### src/hdl/opc_pkg.sv
package opc_pkg;

	localparam int         REG_COUNT       = 21;
	localparam int         ADDR_W          = 20;
	localparam int         IDX_W           = 5;

	localparam logic [19:0] OFS_OVL_FB_ADDR  = 20'h80084;
	localparam logic [19:0] OFS_OVL_PITCH    = 20'h80088;
	localparam logic [19:0] OFS_OVL_FB_END   = 20'h8008C;
	localparam logic [19:0] OFS_OVL_TL       = 20'h80090;
	localparam logic [19:0] OFS_OVL_BR       = 20'h80094;
	localparam logic [19:0] OFS_OVL_SCALE    = 20'h80098;
	localparam logic [19:0] OFS_OVL_INIT     = 20'h8009C;
	localparam logic [19:0] OFS_OVL_KEY      = 20'h800A0;
	localparam logic [19:0] OFS_OVL_PAL_LO   = 20'h800A4;
	localparam logic [19:0] OFS_OVL_PAL_HI   = 20'h800C0;
	localparam logic [19:0] OFS_CUR_ADDR     = 20'h800F0;
	localparam logic [19:0] OFS_CUR_POS      = 20'h800F4;
	localparam logic [19:0] OFS_CUR_COL12    = 20'h800F8;
	localparam logic [19:0] OFS_CUR_COL3     = 20'h800FC;
	localparam logic [19:0] OFS_BLEND_CTRL   = 20'h80100;

	localparam logic [4:0] IDX_OVL_FB_ADDR  = 5'h00;
	localparam logic [4:0] IDX_OVL_PITCH    = 5'h01;
	localparam logic [4:0] IDX_OVL_FB_END   = 5'h02;
	localparam logic [4:0] IDX_OVL_TL       = 5'h03;
	localparam logic [4:0] IDX_OVL_BR       = 5'h04;
	localparam logic [4:0] IDX_OVL_SCALE    = 5'h05;
	localparam logic [4:0] IDX_OVL_INIT     = 5'h06;
	localparam logic [4:0] IDX_OVL_KEY      = 5'h07;
	localparam logic [4:0] IDX_OVL_PAL      = 5'h08;
	localparam logic [4:0] IDX_CUR_ADDR     = 5'h10;
	localparam logic [4:0] IDX_CUR_POS      = 5'h11;
	localparam logic [4:0] IDX_CUR_COL12    = 5'h12;
	localparam logic [4:0] IDX_CUR_COL3     = 5'h13;
	localparam logic [4:0] IDX_BLEND_CTRL   = 5'h14;
	localparam logic [4:0] IDX_NONE         = 5'h1F;

	localparam logic [31:0] MASK_FB_ADDR    = 32'h0BFF_FFF0;
	localparam logic [31:0] MASK_PITCH      = 32'h3FF0_3FF0;
	localparam logic [31:0] MASK_CORNER     = 32'h07FF_07FF;
	localparam logic [31:0] MASK_SCALE      = 32'h8FFF_8FFF;
	localparam logic [31:0] MASK_INIT       = 32'h0FFF_0FFF;
	localparam logic [31:0] MASK_FULL       = 32'hFFFF_FFFF;
	localparam logic [31:0] MASK_CUR_ADDR   = 32'h8BFF_FFF0;
	localparam logic [31:0] MASK_CUR_POS    = 32'h0FFF_0FFF;
	localparam logic [31:0] MASK_LOW_HALF   = 32'h0000_FFFF;
	localparam logic [31:0] MASK_BLEND_CTRL = 32'h1F03_00FF;
	localparam logic [31:0] MASK_NONE       = 32'h0000_0000;
	localparam logic [31:0] REG_RESET       = 32'h0000_0000;

	localparam int BIT_FLIP_PEND  = 31;
	localparam int BIT_EXT_SRC    = 27;
	localparam int BIT_CUR_SHOW   = 31;
	localparam int BIT_CUR_TOP    = 27;
	localparam int BIT_CUR_LEFT   = 11;
	localparam int BIT_VSHRINK    = 31;
	localparam int BIT_HSHRINK    = 15;
	localparam int BIT_ALPHA_SEL  = 28;
	localparam int BIT_KEY_ON     = 3;
	localparam int BIT_PLANE_ON   = 2;

	localparam logic [3:0] FIFO_LVL_0 = 4'h1;
	localparam logic [3:0] FIFO_LVL_1 = 4'h3;
	localparam logic [3:0] FIFO_LVL_2 = 4'h7;
	localparam logic [3:0] FIFO_LVL_3 = 4'hB;

	typedef enum logic [1:0] {FMT_INDEX8, FMT_RGB565, FMT_ALPHA_INDEX44, FMT_ARGB4444} opc_fmt_t;

endpackage : opc_pkg

### src/hdl/opc_regs.sv
`timescale 1ns/1ns
// How it works
// - overlay address bit 31 reads flip pending
// - bit 27 picks local or host memory
// - overlay start address bits 25:4 stored
// - separate last-byte address with source bit
// - window width 29:20, pitch 13:4
// - top line 26:16, left pixel 10:0
// - bottom line 26:16, right pixel 10:0
// - bits 31/15 choose shrink or expand
// - initial vertical and horizontal scale seeds
// - key compare skips masked bit positions
// - eight palette words, even low odd high
// - cursor shown only while bit 31 set
// - cursor address bits 25:4, low zero
// - cursor Y/X with top/left overhang flags
// - three cursor colours over two words
// - bit 28 picks constant or pixel alpha
// - fifo request at coded empty level
// - bits 7:4 give panning start pixel
// - bit 3 keying on, bit 2 plane on
// - blend plane format decode, 00 reserved
// - fixed low bits always read zero
// - overlay format code decode
module opc_regs
	import opc_pkg::*;
#(
	parameter int FIFO_CNT_W = 4
)(
	input  wire logic                  clk,
	input  wire logic                  reset,
	input  wire logic                  reg_wr,
	input  wire logic                  reg_rd,
	input  wire logic [ADDR_W-1:0]     reg_addr,
	input  wire logic [31:0]           reg_wdata,
	output logic      [31:0]           reg_rdata,
	output logic                       reg_rd_valid,
	input  wire logic                  vsync,
	input  wire logic                  ovl_key_enable,
	input  wire logic [15:0]           ovl_pixel,
	input  wire logic [3:0]            ovl_pixel_index,
	input  wire logic [1:0]            ovl_format_code,
	input  wire logic [3:0]            blend_pixel_alpha,
	input  wire logic [FIFO_CNT_W-1:0] blend_fifo_empty,
	output logic      [31:0]           ovl_fb_live,
	output logic                       ovl_flip_pending,
	output logic                       ovl_fb_end_ext,
	output logic      [21:0]           ovl_fb_end,
	output logic      [9:0]            ovl_window_width,
	output logic      [9:0]            line_pitch,
	output logic      [10:0]           ovl_top,
	output logic      [10:0]           ovl_left,
	output logic      [10:0]           ovl_bottom,
	output logic      [10:0]           ovl_right,
	output logic                       vert_shrink_sel,
	output logic                       horiz_shrink_sel,
	output logic      [11:0]           vert_ratio,
	output logic      [11:0]           horiz_ratio,
	output logic      [11:0]           vert_ratio_init,
	output logic      [11:0]           horiz_ratio_init,
	output logic                       ovl_key_transparent,
	output logic      [15:0]           ovl_palette_color,
	output opc_fmt_t                   ovl_format,
	output logic                       pointer_sprite_show,
	output logic                       pointer_sprite_ext,
	output logic      [21:0]           pointer_sprite_addr,
	output logic      [10:0]           pointer_sprite_y,
	output logic      [10:0]           pointer_sprite_x,
	output logic                       pointer_sprite_top_clip,
	output logic                       pointer_sprite_left_clip,
	output logic      [15:0]           cursor_shade_a,
	output logic      [15:0]           cursor_shade_b,
	output logic      [15:0]           cursor_shade_c,
	output logic      [3:0]            blend_alpha,
	output logic                       blend_fifo_req,
	output logic      [3:0]            blend_pan_start,
	output logic                       key_match_on,
	output logic                       blend_plane_on,
	output opc_fmt_t                   blend_format,
	output logic                       blend_format_bad
);

	// refuse a fifo count too narrow to hold the highest request level
	if (FIFO_CNT_W < 4)
	begin : g_width_check
		$error("opc_regs: FIFO_CNT_W must reach a count of 11");
	end

	logic [31:0] regs [REG_COUNT];
	logic        flip_pend;

	// address decode, also used by the read path
	function automatic logic [4:0] opc_decode(input logic [ADDR_W-1:0] a);
		logic [4:0] r;
		r = IDX_NONE;
		if (a[1:0] == 2'h0)
		begin
			unique case (a)
				OFS_OVL_FB_ADDR: r = IDX_OVL_FB_ADDR;
				OFS_OVL_PITCH:   r = IDX_OVL_PITCH;
				OFS_OVL_FB_END:  r = IDX_OVL_FB_END;
				OFS_OVL_TL:      r = IDX_OVL_TL;
				OFS_OVL_BR:      r = IDX_OVL_BR;
				OFS_OVL_SCALE:   r = IDX_OVL_SCALE;
				OFS_OVL_INIT:    r = IDX_OVL_INIT;
				OFS_OVL_KEY:     r = IDX_OVL_KEY;
				OFS_CUR_ADDR:    r = IDX_CUR_ADDR;
				OFS_CUR_POS:     r = IDX_CUR_POS;
				OFS_CUR_COL12:   r = IDX_CUR_COL12;
				OFS_CUR_COL3:    r = IDX_CUR_COL3;
				OFS_BLEND_CTRL:  r = IDX_BLEND_CTRL;
				default:
				begin
					if (a >= OFS_OVL_PAL_LO && a <= OFS_OVL_PAL_HI)
						r = IDX_OVL_PAL + 5'((a - OFS_OVL_PAL_LO) >> 2);
				end
			endcase
		end
		return r;
	endfunction : opc_decode

	// storable bits of each word; everything else reads zero, except overlay address bit 31, which reads flip pending
	function automatic logic [31:0] opc_mask(input logic [4:0] i);
		logic [31:0] m;
		m = MASK_NONE;
		unique case (i)
			IDX_OVL_FB_ADDR: m = MASK_FB_ADDR;
			IDX_OVL_PITCH:   m = MASK_PITCH;
			IDX_OVL_FB_END:  m = MASK_FB_ADDR;
			IDX_OVL_TL:      m = MASK_CORNER;
			IDX_OVL_BR:      m = MASK_CORNER;
			IDX_OVL_SCALE:   m = MASK_SCALE;
			IDX_OVL_INIT:    m = MASK_INIT;
			IDX_OVL_KEY:     m = MASK_FULL;
			IDX_CUR_ADDR:    m = MASK_CUR_ADDR;
			IDX_CUR_POS:     m = MASK_CUR_POS;
			IDX_CUR_COL12:   m = MASK_FULL;
			IDX_CUR_COL3:    m = MASK_LOW_HALF;
			IDX_BLEND_CTRL:  m = MASK_BLEND_CTRL;
			default:
			begin
				if (i >= IDX_OVL_PAL && i < IDX_CUR_ADDR)
					m = MASK_FULL;
			end
		endcase
		return m;
	endfunction : opc_mask

	// fifo request threshold from the two-bit level code
	function automatic logic [3:0] opc_fifo_level(input logic [1:0] c);
		logic [3:0] l;
		l = FIFO_LVL_0;
		unique case (c)
			2'h0: l = FIFO_LVL_0;
			2'h1: l = FIFO_LVL_1;
			2'h2: l = FIFO_LVL_2;
			2'h3: l = FIFO_LVL_3;
		endcase
		return l;
	endfunction : opc_fifo_level

	wire logic [4:0]  wr_idx      = opc_decode(reg_addr);
	wire logic [31:0] wr_mask     = opc_mask(wr_idx);
	wire logic        wr_hit      = reg_wr && (wr_mask != MASK_NONE);
	wire logic        fb_addr_wr  = reg_wr && (wr_idx == IDX_OVL_FB_ADDR);
	wire logic [31:0] rd_word     = (wr_idx == IDX_NONE) ? REG_RESET
	                                : (regs[wr_idx] & wr_mask);
	wire logic [31:0] rd_status   = (wr_idx == IDX_OVL_FB_ADDR)
	                                ? {flip_pend, rd_word[30:0]} : rd_word;

	wire logic [31:0] key_word    = regs[IDX_OVL_KEY];
	wire logic        key_equal   = &((ovl_pixel ~^ key_word[15:0]) | key_word[31:16]);
	wire logic [31:0] pal_word    = regs[IDX_OVL_PAL + {2'h0, ovl_pixel_index[3:1]}];
	wire logic [15:0] pal_color   = ovl_pixel_index[0] ? pal_word[31:16]
	                                : pal_word[15:0];
	wire logic [31:0] bctl        = regs[IDX_BLEND_CTRL];
	wire logic [3:0]  next_alpha  = bctl[BIT_ALPHA_SEL] ? bctl[27:24]
	                                : blend_pixel_alpha;
	wire logic        next_req    = blend_fifo_empty
	                                >= FIFO_CNT_W'(opc_fifo_level(bctl[17:16]));

	// register storage: only the storable bits change
	always_ff @(posedge clk)
	begin
		if (reset)
		begin
			for (int i = 0; i < REG_COUNT; i++)
				regs[i] <= REG_RESET;
		end
		else if (wr_hit)
		begin
			regs[wr_idx] <= (regs[wr_idx] & ~wr_mask) | (reg_wdata & wr_mask);
		end
	end

	// flip pending: a new address set wins over the vsync take-up
	always_ff @(posedge clk)
	begin
		if (reset)
			flip_pend <= 1'b0;
		else if (fb_addr_wr)
			flip_pend <= 1'b1;
		else if (vsync)
			flip_pend <= 1'b0;
	end

	// live address taken up by the display at vsync
	always_ff @(posedge clk)
	begin
		if (reset)
			ovl_fb_live <= REG_RESET;
		else if (vsync && flip_pend && !fb_addr_wr)
			ovl_fb_live <= regs[IDX_OVL_FB_ADDR] & MASK_FB_ADDR;
	end

	// read data, one cycle after the strobe
	always_ff @(posedge clk)
	begin
		if (reset)
		begin
			reg_rdata    <= REG_RESET;
			reg_rd_valid <= 1'b0;
		end
		else
		begin
			reg_rd_valid <= reg_rd;
			if (reg_rd)
				reg_rdata <= rd_status;
		end
	end

	// per-pixel results
	always_ff @(posedge clk)
	begin
		if (reset)
		begin
			ovl_key_transparent <= 1'b0;
			ovl_palette_color   <= 16'h0000;
			blend_alpha         <= 4'h0;
			blend_fifo_req      <= 1'b0;
		end
		else
		begin
			ovl_key_transparent <= ovl_key_enable && key_equal;
			ovl_palette_color   <= pal_color;
			blend_alpha         <= next_alpha;
			blend_fifo_req      <= next_req;
		end
	end

	// format decodes
	always_ff @(posedge clk)
	begin
		if (reset)
		begin
			ovl_format       <= FMT_INDEX8;
			blend_format     <= FMT_INDEX8;
			blend_format_bad <= 1'b0;
		end
		else
		begin
			ovl_format       <= opc_fmt_t'(ovl_format_code);
			blend_format     <= opc_fmt_t'(bctl[1:0]);
			blend_format_bad <= (bctl[1:0] == 2'h0);
		end
	end

	assign ovl_flip_pending         = flip_pend;
	assign ovl_fb_end_ext           = regs[IDX_OVL_FB_END][BIT_EXT_SRC];
	assign ovl_fb_end               = regs[IDX_OVL_FB_END][25:4];
	assign ovl_window_width         = regs[IDX_OVL_PITCH][29:20];
	assign line_pitch               = regs[IDX_OVL_PITCH][13:4];
	assign ovl_top                  = regs[IDX_OVL_TL][26:16];
	assign ovl_left                 = regs[IDX_OVL_TL][10:0];
	assign ovl_bottom               = regs[IDX_OVL_BR][26:16];
	assign ovl_right                = regs[IDX_OVL_BR][10:0];
	assign vert_shrink_sel          = regs[IDX_OVL_SCALE][BIT_VSHRINK];
	assign horiz_shrink_sel         = regs[IDX_OVL_SCALE][BIT_HSHRINK];
	assign vert_ratio               = regs[IDX_OVL_SCALE][27:16];
	assign horiz_ratio              = regs[IDX_OVL_SCALE][11:0];
	assign vert_ratio_init          = regs[IDX_OVL_INIT][27:16];
	assign horiz_ratio_init         = regs[IDX_OVL_INIT][11:0];
	assign pointer_sprite_show      = regs[IDX_CUR_ADDR][BIT_CUR_SHOW];
	assign pointer_sprite_ext       = regs[IDX_CUR_ADDR][BIT_EXT_SRC];
	assign pointer_sprite_addr      = regs[IDX_CUR_ADDR][25:4];
	assign pointer_sprite_y         = regs[IDX_CUR_POS][26:16];
	assign pointer_sprite_x         = regs[IDX_CUR_POS][10:0];
	assign pointer_sprite_top_clip  = regs[IDX_CUR_POS][BIT_CUR_TOP];
	assign pointer_sprite_left_clip = regs[IDX_CUR_POS][BIT_CUR_LEFT];
	assign cursor_shade_a           = regs[IDX_CUR_COL12][15:0];
	assign cursor_shade_b           = regs[IDX_CUR_COL12][31:16];
	assign cursor_shade_c           = regs[IDX_CUR_COL3][15:0];
	assign blend_pan_start          = bctl[7:4];
	assign key_match_on             = bctl[BIT_KEY_ON];
	assign blend_plane_on           = bctl[BIT_PLANE_ON];

endmodule : opc_regs

### config.mk
export PLATFORM = sky130hd
export DESIGN_NAME = opc_regs
export DESIGN_NICKNAME = d
export VERILOG_FILES = /design/src/hdl/opc_pkg.sv /design/src/hdl/opc_regs.sv
export SDC_FILE = /design/constraint.sdc
export NUM_CORES = 2
export LEC_CHECK = 0
export BUFFER_PORTS_ARGS = -buffer_cell sky130_fd_sc_hd__buf_2
export CAP_MARGIN = 20
export CORE_MARGIN = 5
export CORE_UTILIZATION = 33
export CTS_CLUSTER_DIAMETER = 150
export DETAILED_ROUTE_END_ITERATION = 8
export REMOVE_ABC_BUFFERS = 1
export SETUP_SLACK_MARGIN = 0.05
export SYNTH_ARGS = -nofsm -noshare
export SYNTH_HDL_FRONTEND = slang
export SYNTH_SLANG_ARGS = --single-unit
### constraint.sdc
create_clock -name clk -period 11.5 [get_ports clk]
set_input_delay 2.3 -clock clk [delete_from_list [all_inputs] [get_ports clk]]
set_output_delay 2.3 -clock clk [all_outputs]
set_load 0.005 [all_outputs]
== Word-level counts from Yosys, hierarchy flattened ==
Memories as Yosys holds them, arrays and structs flattened. A register that Yosys moved wholly into a read port is not among the register bits.
Cells that the tools add are included.
W data, S select, Z words.

* Register bits: 61
* Bits in writable memories: 672
* Output and inout bits: 332
* Memories: 1

{| class="wikitable"
|+ Memories
! memory !! depth !! width !! read ports !! clocked after memory_dff !! wr ports !! line !! text
|-
| regs || 21 || 32 || 15 || 1 || 21 || opc_regs.sv:89 || <nowiki>logic [31:0] regs [REG_COUNT];</nowiki>
|}

* $add $sub $neg: 3
* Order comparisons: 5
* Equality and inequality tests: 29
* Muxes and demuxes: 20
* Bitwise operators: 7
* Reductions and logical operators: 20

{| class="wikitable"
|+ Operator list
! cell !! number
|-
| $pmux W32 S9 || 1
|-
| $eq A20 B20 Y1 const B || 13
|-
| $mux W32 || 4
|-
| $and A32 B32 Y32 || 3
|-
| $pmux W5 S13 || 1
|-
| $not A32 Y32 || 1
|-
| $or A32 B32 Y32 || 1
|-
| $reduce_bool A32 Y1 || 1
|-
| $reduce_or A32 Y1 || 1
|-
| $eq A5 B5 Y1 const B || 6
|-
| $eq A5 B3 Y1 const B || 4
|-
| $ge A20 B20 Y1 const B || 1
|-
| $le A20 B20 Y1 const B || 1
|-
| $mux W16 || 1
|-
| $or A16 B16 Y16 || 1
|-
| $pmux W4 S4 || 1
|-
| $reduce_and A16 Y1 || 1
|-
| $xnor A16 B16 Y16 || 1
|-
| $mux W5 || 3
|-
| $eq A5 B2 Y1 const B || 2
|-
| $mux W1 || 8
|-
| $reduce_or A2 Y1 || 4
|-
| $logic_and A1 B1 Y1 || 7
|-
| $sub A7 B6 Y7 const B || 1
|-
| other kinds (13) || 16
|}

== Depth between registers and ports, before layout ==
* Depth after elaboration: 16
* Gate-level depth with buffers: 20
* Gate-level depth less buffers: 13

== Least setup slack after synthesis ==
Ideal clock, no wire load.

* Kind: input-to-reg
* From: input port reg_addr[2]
* To: memory regs[17][0], enable pin
* Data arrival time: 6135 ps
* Data required time: 11106 ps
* Setup slack: 4971 ps
* Stages on the path: 14
* Cell sequence: clkbuf_1 > inv_1 > ha_1 > o41ai_1 > o32ai_2 > nor3_2 > a22oi_2 > nor3_2 > o21ai_1 > a21oi_2 > or3_1 > buf_4 > nand4_1 > nand2b_1

{| class="wikitable"
|+ RTL lines
! what !! line !! text
|-
| start: declaration || opc_regs.sv:34 || <nowiki>input wire logic [ADDR_W-1:0] reg_addr,</nowiki>
|-
| end: declaration || opc_regs.sv:89 ||
|}

==> out/metrics.cfg <==
[run_status]
outcome = finished, final reports clean

[placed_design]
dp_hpwl_um = 147000
io_buffer_count = 410
postPlaceCellArea_mm2 = 0.0522
gp_congestion = 0.932
dp_cells = 6554

[clocking]
cts_tree = yes
clk_pin_slew_ps = 60
clock_path_buffers = 3
cts_resized = 0
cts_root_buffer = clkbuf_16
cts_buffers = 106
postCtsSetupRepairBufs = 0
htree_levels = 3
ctsHoldBuffers = 0
clkSinkCount = 994
worstSkewPairLatency_ps = 720

[die]
start_util_pct = 33.1
dieArea_mm2 = 0.156
rows = 141
die_x_um = 395
die_y_um = 395
core-area_mm2 = 0.147
ios = 420

[logic_synthesis]
seq_area_frac_synth_pct = 59.4
synth_edf_count = 910
synthCells = 4385
yosysWarningCount = 0
yosys_register_bits = 994
netlist_area_mm2 = 0.0488
yosysUniqueCellTypes = 106
synth_flop_cell = edfxtp_1
async_flop_share_pct = 0
avgSynthCellArea_um2 = 11.1

[routing]
ant_nets = 0
via_per_inst = 5.86
firstDrtPassIters = 8
num_vias = 39650
routedWlPerCell_um = 32.7
drt-total-wl_um = 221000
drcViolationCount = 0
drt-initial-drc-count = 6549

[timing]
hold_violations = 0
clock_skew_ps = 34.8
tightest_slew_ps = 1320
layout_min_cycle_time_ps = 8010
min_period_over_period_pct = 69.7
max-slew-margin-rel_pct = 11.8
clock.fmax_mhz = 125
setup_tns_ps = 0
setup_viol = 0
slew_violations = 0
rsz0062_at_grt = no

[worst_setup_path]
critPathKind = in2reg
slowest_stage = a21o_4
r2r_start = regs[20][28]$_SDFFCE_PN0P_
worst-path-max-fanout = 34
worstSetupStartpoint = reg_addr[2]
critPathRequiredTime_ps = 11920
cpPeakStageDelay_ps = 640
critPathArrivalTime_ps = 8430
end_kind = register
cp_cell_sequence = buf_2 > inv_1 > ha_1 > nor4b_1 > nand4_1 > o32a_1 > a2111oi_4 > a21o_4 > buf_4 > nor4_1 > a31oi_1 > a21boi_2 > nand3_1 > mux2i_2 > buf_4 > inv_1
crit_buf_inv = 5
worstSetupStartpointType = input port
cp_top_family = compound AO/OA/AOI/OAI gates

[pwr]
leakagePower_nw = 22.0
vdd_drop_max_mv = 0.114
power_frac_comb_pct = 6.1
cellPowerDensity_mw_per_mm2 = 145
pwr-share-seq_pct = 51.8
clockPowerShare_pct = 42.1
power.net_switching_mw = 1.95
p_sw_share_pct = 24.2
intPower_mw = 6.11

[global_route]
overflow = 0
grt_pass1_vias = 37149
grt_usage_pct = 27.3
grt_max_degree = 119
grt_antenna_before_repair = 13
grt_pass1_wl_um = 300000

[min_path]
hold_class = reg2reg
hold_start = reg_rdata[28]$_SDFFE_PP0P_

[cells_and_area]
final_cell_area_mm2 = 0.0556
final_util_pct = 37.7
finalNetCount = 4830
drive_gt1_share_pct = 19.0
synthToLayoutAreaGrowth_pct = 13.9
final_cell_mix = edfxtp_1 (910), nand2_1 (669), nor2_1 (648)
final_common_cell = edfxtp_1
stdcell_count = 6766

[flow_run]
max-cap-violations = 0

==> cell families (layout without fill, tap and decap cells) <==
kind of cell | count (synthesis) | in the layout | synth area share (%)
other cells | 1 | 260 | 0.00768
fa+ha+maj | 8 | 8 | 0.205
mux | 310 | 310 | 8.45
xor+xnor | 22 | 22 | 0.423
compound gates | 622 | 622 | 8.30
buf+inv | 571 | 763 | 6.81
simple gates | 1857 | 1857 | 16.4
flops | 994 | 994 | 59.4
==> power by group through the flow <==
stage / Combinational (mW) / Clock [mW] / Sequential [mW]
after CTS: 0.485 / 3.41 / 4.17
after floorplan: 0.214 / 0 / 4.22
after global routing: 0.515 / 3.54 / 4.19
after global placement: 0.481 / 0 / 4.25
final: 0.494 / 3.39 / 4.18
after detailed placement: 0.483 / 0 / 4.25
==> worst reg2reg max path, cell delays in order (launching register included) <==
cell      delay, ps
edfxtp_1       1040
nand2_1         120
nand3_1         130
nand3_1          90
o211ai_1        260
nand4_1         870
nand2_1         540
==> Yosys cell counts, types with 31 or more instances <==
library cell    n  area (um2)
a21oi_1       277        1390
nand3_1       243        1220
inv_1          31         116
mux2i_1       224        2240
nor3_1         82         410
nand2_1       674        2530
buf_4         245        1840
mux4_2         80        1800
buf_2         106         531
dfxtp_1        84        1680
nor2_1        655        2460
clkbuf_1      152         571
o21ai_0        91         455
edfxtp_1      910       27300
o22ai_1        31         194
==> area by class of cell <==
cell class                      count  area, um2
Clock inverter                     62        514
Antenna cell                       13       32.5
Inverter                           32        120
Sequential cell                   994      29000
Timing Repair Buffer              534       3050
Tap cell                         1930       2410
Clock buffer                      135       2810
Multi-Input combinational cell   3066      17700
Fill cell                       14624      91900
==> per-layer routing <==
metal  vias to the layer above  part of all wire (%)  track usage [%]
met5                         -                 0.015                0
met4                         4                   6.8             14.7
met3                       682                    15             9.55
met2                      3451                    43             40.6
met1                     19436                    35             34.8
li1                      16077                     -                -
==> flip-flops by register name (all words and copies together), names as in the netlist <==
| name | flops |
|---|---|
| regs | 910 |
| reg_rdata | 32 |
| ovl_fb_live | 23 |
| ovl_palette_color | 16 |
| blend_alpha | 4 |
| blend_format | 2 |
| ovl_format | 2 |
| blend_fifo_req | 1 |
| blend_format_bad | 1 |
| ovl_flip_pending | 1 |
| ovl_key_transparent | 1 |
| reg_rd_valid | 1 |
==> worst paths after layout <==
path	slack, ps	depth (start not counted)	endpoint
min	440	2	reg_rdata[28]$_SDFFE_PP0P_
max	3490	16	regs[29][24]$_DFFE_PP_
min reg2reg	440	2	reg_rdata[28]$_SDFFE_PP0P_
max reg2reg	8210	6	regs[30][28]$_DFFE_PP_
==> per-stage QoR <==
stage | hold slack (ps) | power, mW | setup slack (ps)
after floorplan | 427 | 4.43 | -1310
after global placement | 428 | 4.73 | 3000
after detailed placement | 435 | 4.73 | 2870
after CTS | 443 | 8.06 | 3540
after global routing | 474 | 8.25 | 3500
final | 438 | 8.06 | 3490
Power figures use the tool's default switching activity.
